<file path="config.mk">
export PLATFORM = sky130hd
export DESIGN_NAME = twi_slave
export DESIGN_NICKNAME = d
export VERILOG_FILES = /design/src/twi_slave_pkg.sv /design/src/twi_slave.sv
export SDC_FILE = /design/constraint.sdc
export NUM_CORES = 1
export LEC_CHECK = 0
export BUFFER_PORTS_ARGS = -buffer_cell sky130_fd_sc_hd__buf_2
export CORE_MARGIN = 2
export CORE_UTILIZATION = 50
export CTS_CLUSTER_DIAMETER = 30
export DETAILED_ROUTE_END_ITERATION = 10
export PLACE_DENSITY = 0.75
export SYNTH_ARGS = -nofsm -noshare
export SYNTH_HDL_FRONTEND = slang
export SYNTH_SLANG_ARGS = --single-unit
</file>
<file path="constraint.sdc">
create_clock -name mclk -period 2.1 [get_ports mclk]
set_input_delay 0.105 -clock mclk [delete_from_list [all_inputs] [get_ports mclk]]
set_output_delay 0.105 -clock mclk [all_outputs]
set_load 0.05 [all_outputs]
</file>
<file path="src/twi_slave_pkg.sv">
// shared constants and types for the two-wire register access slave
// assumes a 10 MHz mclk sampling a master-driven serial clock
package twi_slave_pkg;
   localparam logic [6:0] DEFAULT_ADDR    = 7'h10;
   localparam logic [7:0] WRITE_ADDR_BYTE = 8'h20;
   localparam logic [7:0] READ_ADDR_BYTE  = 8'h21;
   localparam int         BYTE_BITS       = 8;
   localparam logic [2:0] LAST_BIT        = 3'h7;
   localparam logic [15:0] PTR_RESET      = 16'h0000;
   localparam int         SYNC_STAGES     = 2;

   typedef enum logic [2:0] {
      ST_IDLE, ST_DEVADDR, ST_ADDR_HI, ST_ADDR_LO, ST_WDATA, ST_RDATA, ST_IGNORE
   } phase_e;

   // register-side access carried to the register file
   typedef struct packed {
      logic        wr;
      logic [15:0] addr;
      logic [7:0]  data;
   } reg_wr_s;
endpackage

</file>
<file path="src/twi_slave.sv">
// two-wire register access slave: address pointer, reads and writes
// assumes serial clock and data arrive asynchronously and are oversampled by mclk
`timescale 1ns/1ps

// What this block does
// - device shifts read data byte-wise; master acknowledges to continue
// - internal address pointer increments after every transferred data byte
// - master no-acknowledge ends read data; data line released
// - dummy write of register address loads pointer before random read
// - read without address phase returns data at current pointer
// - sequential read continues while master acknowledges each byte
// - sequential write stores each byte at incremented address
// - respond to 0x20 write and 0x21 read; bit zero selects direction
// - acknowledge a matching device address, each register address byte and each write data byte by pulling data low; read data bytes are left to the master
// - serial clock is input only, never stretched
// - bytes msb first; data changes only while clock is low
module twi_slave (
   // clock, enable, reset
   input  wire logic                  mclk,
   input  wire logic                  clk_en,
   input  wire logic                  rst_b,
   // serial bus pins
   input  wire logic                  serial_bus_clock_in,
   input  wire logic                  serial_bus_data_in,
   output logic                       serial_bus_data_out,
   output logic                       serial_bus_data_oe,
   // register file side
   output twi_slave_pkg::reg_wr_s     reg_wr,
   output logic [15:0]                reg_rd_addr,
   input  wire logic [7:0]            reg_rd_data
);
   // two stages plus one history stage per pin
   logic [2:0] scl_q;
   logic [2:0] sda_q;
   always_ff @(posedge mclk or negedge rst_b) begin
      if (!rst_b) begin
         scl_q <= 3'h7;
         sda_q <= 3'h7;
      end else if (clk_en) begin
         scl_q <= {scl_q[1:0], serial_bus_clock_in};
         sda_q <= {sda_q[1:0], serial_bus_data_in};
      end
   end

   wire scl      = scl_q[1];
   wire sda      = sda_q[1];
   wire scl_rise = scl_q[1] & ~scl_q[2];
   wire scl_fall = ~scl_q[1] & scl_q[2];
   wire start_c  = scl & scl_q[2] & ~sda & sda_q[2];
   wire stop_c   = scl & scl_q[2] & sda & ~sda_q[2];

   twi_slave_pkg::phase_e phase;
   logic [7:0]  shift;
   logic [2:0]  bit_cnt;
   logic        ack_slot;          // in the ninth bit period
   logic        pending_ack_done;  // first fall of the ninth bit already handled
   logic        is_read;
   logic [15:0] ptr;
   logic        drive_low;

   // phase to enter once the ninth bit period has ended
   function automatic twi_slave_pkg::phase_e after_ack(input twi_slave_pkg::phase_e p,
                                                       input logic             rd);
      if (p == twi_slave_pkg::ST_DEVADDR && rd) begin
         after_ack = twi_slave_pkg::ST_RDATA;
      end else if (p == twi_slave_pkg::ST_DEVADDR) begin
         after_ack = twi_slave_pkg::ST_ADDR_HI;
      end else if (p == twi_slave_pkg::ST_ADDR_HI) begin
         after_ack = twi_slave_pkg::ST_ADDR_LO;
      end else if (p == twi_slave_pkg::ST_ADDR_LO) begin
         after_ack = twi_slave_pkg::ST_WDATA;
      end else begin
         after_ack = p;
      end
   endfunction

   // ninth bit has two falls: the first opens the ack, the second closes it
   wire [7:0] rx_byte   = {shift[6:0], sda};
   wire       in_read   = phase == twi_slave_pkg::ST_RDATA;
   wire       in_rx     = phase == twi_slave_pkg::ST_DEVADDR || phase == twi_slave_pkg::ST_ADDR_HI
                          || phase == twi_slave_pkg::ST_ADDR_LO || phase == twi_slave_pkg::ST_WDATA;
   wire       busy      = in_rx | in_read;
   wire       byte_done = scl_rise & ~ack_slot & (bit_cnt == twi_slave_pkg::LAST_BIT);
   wire       ack_open  = scl_fall & ack_slot & ~pending_ack_done;
   wire       ack_close = scl_fall & ack_slot & pending_ack_done;
   wire       tx_step   = scl_fall & ~ack_slot & in_read;
   wire       nack_seen = scl_rise & ack_slot & in_read & sda;
   wire       rd_load   = in_read | (phase == twi_slave_pkg::ST_DEVADDR & is_read);
   wire       addr_hit  = rx_byte[7:1] == twi_slave_pkg::DEFAULT_ADDR;
   wire       tx_bit    = shift[7];

   assign reg_rd_addr = ptr;

   always_ff @(posedge mclk or negedge rst_b) begin
      if (!rst_b) begin
         pending_ack_done <= 1'b0;
      end else if (clk_en) begin
         if (byte_done || start_c || stop_c) begin
            pending_ack_done <= 1'b0;
         end else if (scl_fall && ack_slot) begin
            pending_ack_done <= 1'b1;
         end
      end
   end

   // data line only moves after the clock has fallen
   always_ff @(posedge mclk or negedge rst_b) begin
      if (!rst_b) begin
         phase     <= twi_slave_pkg::ST_IDLE;
         shift     <= 8'h00;
         bit_cnt   <= 3'h0;
         ack_slot  <= 1'b0;
         is_read   <= 1'b0;
         ptr       <= twi_slave_pkg::PTR_RESET;
         drive_low <= 1'b0;
         reg_wr    <= '0;
      end else if (clk_en) begin
         reg_wr.wr <= 1'b0;
         if (start_c) begin
            phase     <= twi_slave_pkg::ST_DEVADDR;
            bit_cnt   <= 3'h0;
            ack_slot  <= 1'b0;
            drive_low <= 1'b0;
         end else if (stop_c) begin
            phase     <= twi_slave_pkg::ST_IDLE;
            ack_slot  <= 1'b0;
            drive_low <= 1'b0;
         end else if (busy) begin
            if (scl_rise && !ack_slot) begin
               bit_cnt <= bit_cnt + 3'h1;
            end
            if (scl_rise && !ack_slot && !in_read) begin
               shift <= rx_byte;
            end
            if (byte_done) begin
               ack_slot <= 1'b1;
               unique case (phase)
                  twi_slave_pkg::ST_DEVADDR: begin
                     if (!addr_hit) begin
                        phase <= twi_slave_pkg::ST_IGNORE;
                     end else begin
                        is_read <= rx_byte[0];
                     end
                  end
                  twi_slave_pkg::ST_ADDR_HI: ptr[15:8] <= rx_byte;
                  twi_slave_pkg::ST_ADDR_LO: ptr[7:0]  <= rx_byte;
                  twi_slave_pkg::ST_WDATA: begin
                     reg_wr <= '{wr: 1'b1, addr: ptr, data: rx_byte};
                     ptr    <= ptr + 16'h0001;
                  end
                  twi_slave_pkg::ST_RDATA: begin
                     ptr <= ptr + 16'h0001;
                  end
                  default: ;
               endcase
            end
            if (nack_seen) begin
               phase <= twi_slave_pkg::ST_IGNORE;
            end
            if (ack_open) begin
               drive_low <= ~in_read;
            end else if (ack_close) begin
               ack_slot <= 1'b0;
               phase    <= after_ack(phase, is_read);
               if (rd_load) begin
                  shift     <= reg_rd_data << 1;
                  drive_low <= ~reg_rd_data[7];
               end else begin
                  drive_low <= 1'b0;
               end
            end else if (tx_step) begin
               shift     <= shift << 1;
               drive_low <= ~tx_bit;
            end
         end else begin
            drive_low <= 1'b0;
         end
      end
   end

   // open drain: only ever pull low; clock pin has no driver at all
   assign serial_bus_data_out = 1'b0;
   assign serial_bus_data_oe  = drive_low;

   chk_no_drive_idle: assert property (@(posedge mclk) disable iff (!rst_b)
      phase == twi_slave_pkg::ST_IDLE |=> !serial_bus_data_oe || !$past(clk_en))
      else $error("data line driven while idle");
   chk_ptr_step: assert property (@(posedge mclk) disable iff (!rst_b)
      reg_wr.wr |-> ptr == reg_wr.addr + 16'h0001)
      else $error("pointer did not advance after write");
   chk_stop_release: assert property (@(posedge mclk) disable iff (!rst_b)
      clk_en && stop_c |=> !serial_bus_data_oe && phase == twi_slave_pkg::ST_IDLE)
      else $error("line not released after stop");
   chk_start_addr: assert property (@(posedge mclk) disable iff (!rst_b)
      clk_en && start_c |=> phase == twi_slave_pkg::ST_DEVADDR && !reg_wr.wr)
      else $error("start not honoured");
   chk_oe_stable_high: assert property (@(posedge mclk) disable iff (!rst_b)
      clk_en && scl && scl_q[2] && !start_c && !stop_c && $past(clk_en)
      |-> $stable(serial_bus_data_oe))
      else $error("data line changed while clock high");
   chk_ignore_quiet: assert property (@(posedge mclk) disable iff (!rst_b)
      phase == twi_slave_pkg::ST_IGNORE |=> !serial_bus_data_oe)
      else $error("ignored transfer drives line");
   chk_nack_ends: assert property (@(posedge mclk) disable iff (!rst_b)
      clk_en && scl_rise && ack_slot && sda && !stop_c && !start_c
      && phase == twi_slave_pkg::ST_RDATA |=> phase == twi_slave_pkg::ST_IGNORE)
      else $error("read continued past nack");
   chk_write_data: assert property (@(posedge mclk) disable iff (!rst_b)
      reg_wr.wr |-> $past(phase) == twi_slave_pkg::ST_WDATA)
      else $error("write outside data phase");
   chk_ack_drive: assert property (@(posedge mclk) disable iff (!rst_b)
      clk_en && busy && ack_open && !in_read |=> serial_bus_data_oe)
      else $error("received byte not acknowledged");
   chk_read_release: assert property (@(posedge mclk) disable iff (!rst_b)
      clk_en && busy && ack_open && in_read |=> !serial_bus_data_oe)
      else $error("line held during master ack bit");
   chk_ack_release: assert property (@(posedge mclk) disable iff (!rst_b)
      clk_en && busy && ack_close && !rd_load |=> !serial_bus_data_oe)
      else $error("ack held past ninth bit");
   chk_freeze_hold: assert property (@(posedge mclk) disable iff (!rst_b)
      !clk_en |=> $stable(ptr) && $stable(phase))
      else $error("state moved while clock enable low");
endmodule

</file>
== Word-level counts from Yosys, hierarchy flattened ==
Cells that the tools add are included.
Operators by class
  equal/unequal tests: 10
  add/sub/neg operators: 2
  reduce and logical (&&, ||, !) cells: 28
  muxes and demuxes: 44
  bitwise logic cells: 31
Operators by type and width (count)
  $mux 25: 5
  $mux 3: 17
  $mux 8: 5
  $pmux 8 s2: 2
  $and 1x1->1: 18
  $reduce_and 6->1: 3
  $add 16x1->16 const B: 1
  $mux 1: 15
  $not 1->1: 11
  $reduce_bool 2->1: 5
  $eq 3x3->1 const B: 3
  $ne 8x4->1 const B: 1
  $reduce_and 4->1: 2
  $eq 7x5->1 const B: 1
  $reduce_and 7->1: 1
  $eq 3x2->1 const B: 2
  $ne 6x3->1 const B: 1
  $reduce_and 2->1: 3
  $logic_or 1x1->1: 5
  $logic_and 1x1->1: 4
  $add 3x1->3 const B: 1
  $eq 3x1->1 const B: 1
  $reduce_and 3->1: 1
  $reduce_bool 3->1: 1
  other kinds (4): 6
Storage, ports and cells
  word-level logic and storage cells: 129
  output and inout bits: 43
  register bits: 65

== Logic depth before layout (Yosys ltp) ==
  depth in word-level cells: 11
  gate-level depth with buffers: 8

== Worst setup path after synthesis ==
OpenSTA, ideal clock, no wires.
  path kind: flip-flop to flip-flop
  start: register ptr[0] (netlist: reg_rd_addr[0])
  end: register ptr[12] (netlist: reg_rd_addr[12])
  stages on the path, launching flop included: 7
  path buffers: 1
  library setup time: 0.121 ns
  path slack: 0.041 ns
  data arrival time: 1.937 ns
  data required time: 1.979 ns
  clock period less this slack: 2.059 ns
  cells stage by stage: dfrtp_1 ha_1 and4_1 clkbuf_1 nand3_1 o32a_1 o22a_1
Between the ends
  longest elaborated chain between the ends: 2
Ends and longest elaborated chain
  from (decl): line twi_slave.sv:58  | logic [15:0] ptr;
  from (signal assigned): line twi_slave.sv:114  | ptr <= twi_slave_pkg::PTR_RESET;
  from (signal assigned): line twi_slave.sv:146  | twi_slave_pkg::ST_ADDR_LO: ptr[7:0] <= rx_byte;
  from (signal assigned): line twi_slave.sv:149  | ptr <= ptr + 16'h0001;
  $add 16x1->16: line twi_slave.sv:149, twi_slave.sv:152
  $pmux 8 s2: line twi_slave.sv:137  | unique case (phase)
No other way between the ends.
A chain may end at the register's enable or synchronous reset.

== Final worst setup path ==
  start: register bit_cnt[0]
  end: register reg_wr[4] (netlist name)
Between the ends
  longest elaborated chain between the ends: 3
Ends and longest elaborated chain
  from (decl): line twi_slave.sv:54  | logic [2:0] bit_cnt;
  from (signal assigned): line twi_slave.sv:130  | bit_cnt <= bit_cnt + 3'h1;
  $eq 3x3->1: line twi_slave.sv:83  | wire byte_done = scl_rise & ~ack_slot & (bit_cnt == twi_slave_pkg::LAST_BIT);
  $and 1x1->1: line twi_slave.sv:83
  $reduce_and 6->1 (no line)
  to (signal assigned): line twi_slave.sv:148  | reg_wr <= '{wr: 1'b1, addr: ptr, data: rx_byte};
  to (decl): line twi_slave.sv:28  | output twi_slave_pkg::reg_wr_s reg_wr,
No other way between the ends.

==> PnR_summary.wiki <==
{| class="wikitable"
! Metric !! Value
|-
| Post-route setup TNS || 0 ps
|-
| Area share of xor/xnor cells in the synthesized design || 0.00243
|-
| Total number of yosys warnings || 0
|-
| Final Hold Slack || 34.9 ps
|-
| Number of search-and-repair iterations in the first detailed-routing pass || 4
|-
| # clock sinks || 65
|-
| Multiplexer share of the synthesized area || 0.128
|-
| Post-synth EDFFs || 0
|-
| Maximum clock frequency || 0.499 GHz
|-
| Status || completed
|-
| Width of the die || 88.9 um
|-
| Finished layout cell area || 0.00429 mm^2
|-
| Ratio of cells with drive above 1 in the final layout || 0.353
|-
| CP Class || register to register
|-
| Number of flip-flops and latches in the synthesized netlist || 65
|-
| Fraction of the mapped netlist area in simple logic gates || 0.147
|-
| Fraction of registers with async set or reset after synthesis || 1.00
|-
| Slowest CP cell || sky130_fd_sc_hd__dfrtp_1
|-
| Maximum number of pins on one net before global-route repair || 66
|-
| Starting density of the core || 0.524
|-
| # nets final || 422
|-
| Post-synthesis sequential area ratio || 0.454
|-
| Mean area per synthesized cell || 10.7 um^2
|-
| Worst hold path type || primary input to register
|-
| Kind of cell with the highest combined delay on the critical path || simple AND/OR/NAND/NOR gates
|-
| Synth-to-layout area growth || 19.0%
|-
| GRT overflow || 0
|-
| Num ports || 56
|-
| Antenna-violating nets left || 0
|-
| Fin. max-slew vios || 0
|-
| Most frequent standard cell in the layout excluding fill and tap cells || sky130_fd_sc_hd__dfrtp_1
|-
| Maximum number of buffers from clock root to sink || 2
|-
| Cells along the critical path || ha_1 -> ha_1 -> and4bb_2 -> nand2_1 -> or3_1 -> buf_12 -> mux2_4
|-
| Slew margin rel. || 0.459
|-
| Inst Count DP || 488
|-
| Pwr dens || 967 mW/mm^2
|-
| Routed wire length || 8750 um
|-
| Final setup margin || 96.7 ps
|-
| Final Cycle Share || 0.954
|-
| Number of buffers inserted by post-CTS setup repair || 0
|-
| Final core utilization || 0.624
|-
| Commonest cells after routing, fill and taps aside || sky130_fd_sc_hd__dfrtp_1 (59), sky130_fd_sc_hd__buf_2 (54), sky130_fd_sc_hd__buf_4 (25)
|-
| Core region area || 0.00687 mm^2
|-
| Count of input and output buffers || 54
|-
| Clock insertion delay at the later pin of the skew report || 350 ps
|-
| Combinational family with the most area after synthesis || compound AO/OA/AOI/OAI gates
|-
| Combined global-route utilization of all metal layers || 0.238
|-
| Standard-cell row count || 30
|-
| Setup crit start kind || register
|-
| Category of the worst setup path capture point || register
|-
| CTS tree || built
|-
| Routability cong. || 0.918
|-
| Cell at the root of the clock tree || sky130_fd_sc_hd__clkbuf_8
|-
| Pre-CTS WS || 84.7 ps
|-
| Compound-cell area share of the yosys netlist || 0.204
|-
| Most used cell along the critical path || sky130_fd_sc_hd__ha_1
|-
| Flip-flop cell with the highest count after synthesis || sky130_fd_sc_hd__dfrtp_1
|-
| Floorplan die area || 0.00789 mm^2
|-
| Clk slew on worst S/H paths || 80 ps
|-
| H-tree lvl count || 3
|-
| CP Data Required Time || 2330 ps
|-
| Initial antenna violation count || 0
|-
| Wire length per cell || 17.3 um
|-
| Arrival time worst endpoint || 2240 ps
|-
| Number of DRC violations after detailed routing || 0
|-
| Number of distinct standard cells referenced by the synthesized netlist || 64
|-
| Vias in the first global route || 2880
|-
| Synthesized netlist cell count || 337
|-
| Shortest period the worst path allows || 2000 ps
|-
| Number of buffers inserted during clock tree synthesis || 9
|-
| Total nets after synthesis || 353
|-
| Die H || 88.9 um
|-
| Antenna fix cells || 0
|-
| Delay of the slowest cell on the worst path || 360 ps
|-
| Max rail drop VDD || 0.606 mV
|-
| Slew at the pin closest to its max-slew limit || 811 ps
|-
| Arithmetic-cell share of the synthesized area counting full adders, half adders and majority gates || 0.0104
|-
| Area of the mapped netlist || 0.00360 mm^2
|-
| Leakage component of the power || 2.03 nW
|-
| Setup repair after global routing missed its margin || false
|-
| Iter 0 DRT Violations || 148
|-
| Largest fanout of any net on the critical path || 25
|-
| Routed via count divided by cell count || 5.96
|-
| Final hold vios || 0
|-
| Area after DPL || 0.00407 mm^2
|-
| Total half-perimeter wirelength after legalization and detailed placement || 6110 um
|-
| Count of buffering cells on the critical path with inverters included || 1
|-
| Final setup violation count || 0
|-
| Clock skew || 15.2 ps
|-
| Layout Cells excl Fill || 507
|-
| Maximum Capacitance Violations || 0
|-
| Via count of the routed design || 3022
|-
| First-pass GRT wire length || 14200 um
|-
| Post-route total power || 4.14 mW
|}
logic make-up (layout without fill, tap and decap cells):
logic type,count (synthesis),count (layout)
XOR/XNOR,1,1
AO/OA/AOI/OAI,103,103
adder cells (fa/ha/maj),3,3
multiplexers,35,35
buffers and inverters,36,110
flip-flops,65,65
AND/OR/NAND/NOR,93,93
other,1,1
synth_stat cells, drive strengths merged, types with 3 or more instances:
cell type	number	area share
a31oi	6	0.010
nor3b	5	0.010
nand3	8	0.011
or3	3	0.0052
nand4b	3	0.0073
o22a	4	0.0097
nor3	6	0.0083
a22o	3	0.0073
nand2	24	0.025
clkbuf	18	0.019
ha	3	0.010
mux2i	3	0.0083
nand2b	8	0.014
nor4	4	0.0070
nor2	8	0.0083
o22ai	4	0.0070
buf	8	0.024
and3b	3	0.0073
o2bb2ai	6	0.015
o211ai	3	0.0063
a221oi	3	0.0073
dfstp	6	0.044
a2111oi	3	0.0073
nor2b	3	0.0052
a32oi	6	0.015
mux2	32	0.12
a21oi	24	0.033
inv	10	0.010
o21ai	15	0.021
dfrtp	59	0.41
o31ai	4	0.0083
nand4	6	0.010
cell type report:
| cell class | count | area (um^2) |
|---|---|---|
| Clock inverter | 6 | 41.3 |
| Inverter | 10 | 37.5 |
| Sequential cell | 65 | 1630 |
| Tap cell | 96 | 120 |
| Multi-Input combinational cell | 236 | 1790 |
| Clock buffer | 10 | 138 |
| Timing Repair Buffer | 84 | 528 |
| Fill cell | 580 | 2580 |
tightest hold or removal path, delay by kind of cell:
family / cells / cell delay, ps
AO/OA/AOI/OAI: 2 / 160
buffers and inverters: 1 / 70
sequential cells by signal (all words and copies together), names as in the netlist:
register,count
scl_q,3
bit_cnt,3
phase,3
serial_bus_data_oe,1
shift,8
sda_q,3
pending_ack_done,1
ack_slot,1
reg_wr,25
is_read,1
reg_rd_addr,16
power breakdown:
part / switching (mW) / internal, mW / leakage, nW / total [mW]
clock: 0.514 / 0.460 / 0.0847 / 0.974
combinational: 0.892 / 0.640 / 1.10 / 1.53
sequential: 0.199 / 1.44 / 0.848 / 1.64
worst paths after layout:
| kind | startpoint | endpoint | slack (ps) | cells past startpoint |
|---|---|---|---|---|
| worst max-delay path | bit_cnt[0] | reg_wr[4] | 100 | 7 |
| worst min-delay path | reg_rd_data[0] | shift[1] | 30 | 3 |
| worst max register to register | bit_cnt[0] | reg_wr[4] | 100 | 7 |
| worst min register to register | reg_wr[19] | reg_wr[19] | 500 | 1 |
| max in group asynchronous | rst_b | bit_cnt[2] | 1090 | 3 |
| min in group asynchronous | rst_b | reg_wr[6] | 470 | 3 |
per-layer routing:
| layer | global-route usage | share of wire |
|---|---|---|
| met1 | 0.298 | 0.45 |
| met2 | 0.400 | 0.50 |
| met3 | 0.0681 | 0.042 |
| met4 | 0.0702 | 0.014 |
| met5 | 0 | 0 |
what timing repair did:
action | in CTS | in global routing
resized for setup | 0 | 3
hold endpoints to repair | 61 | 0
hold buffers | 3 | 0
endpoints found under the setup margin | 0 | 1
Power figures use the tool's default switching activity.
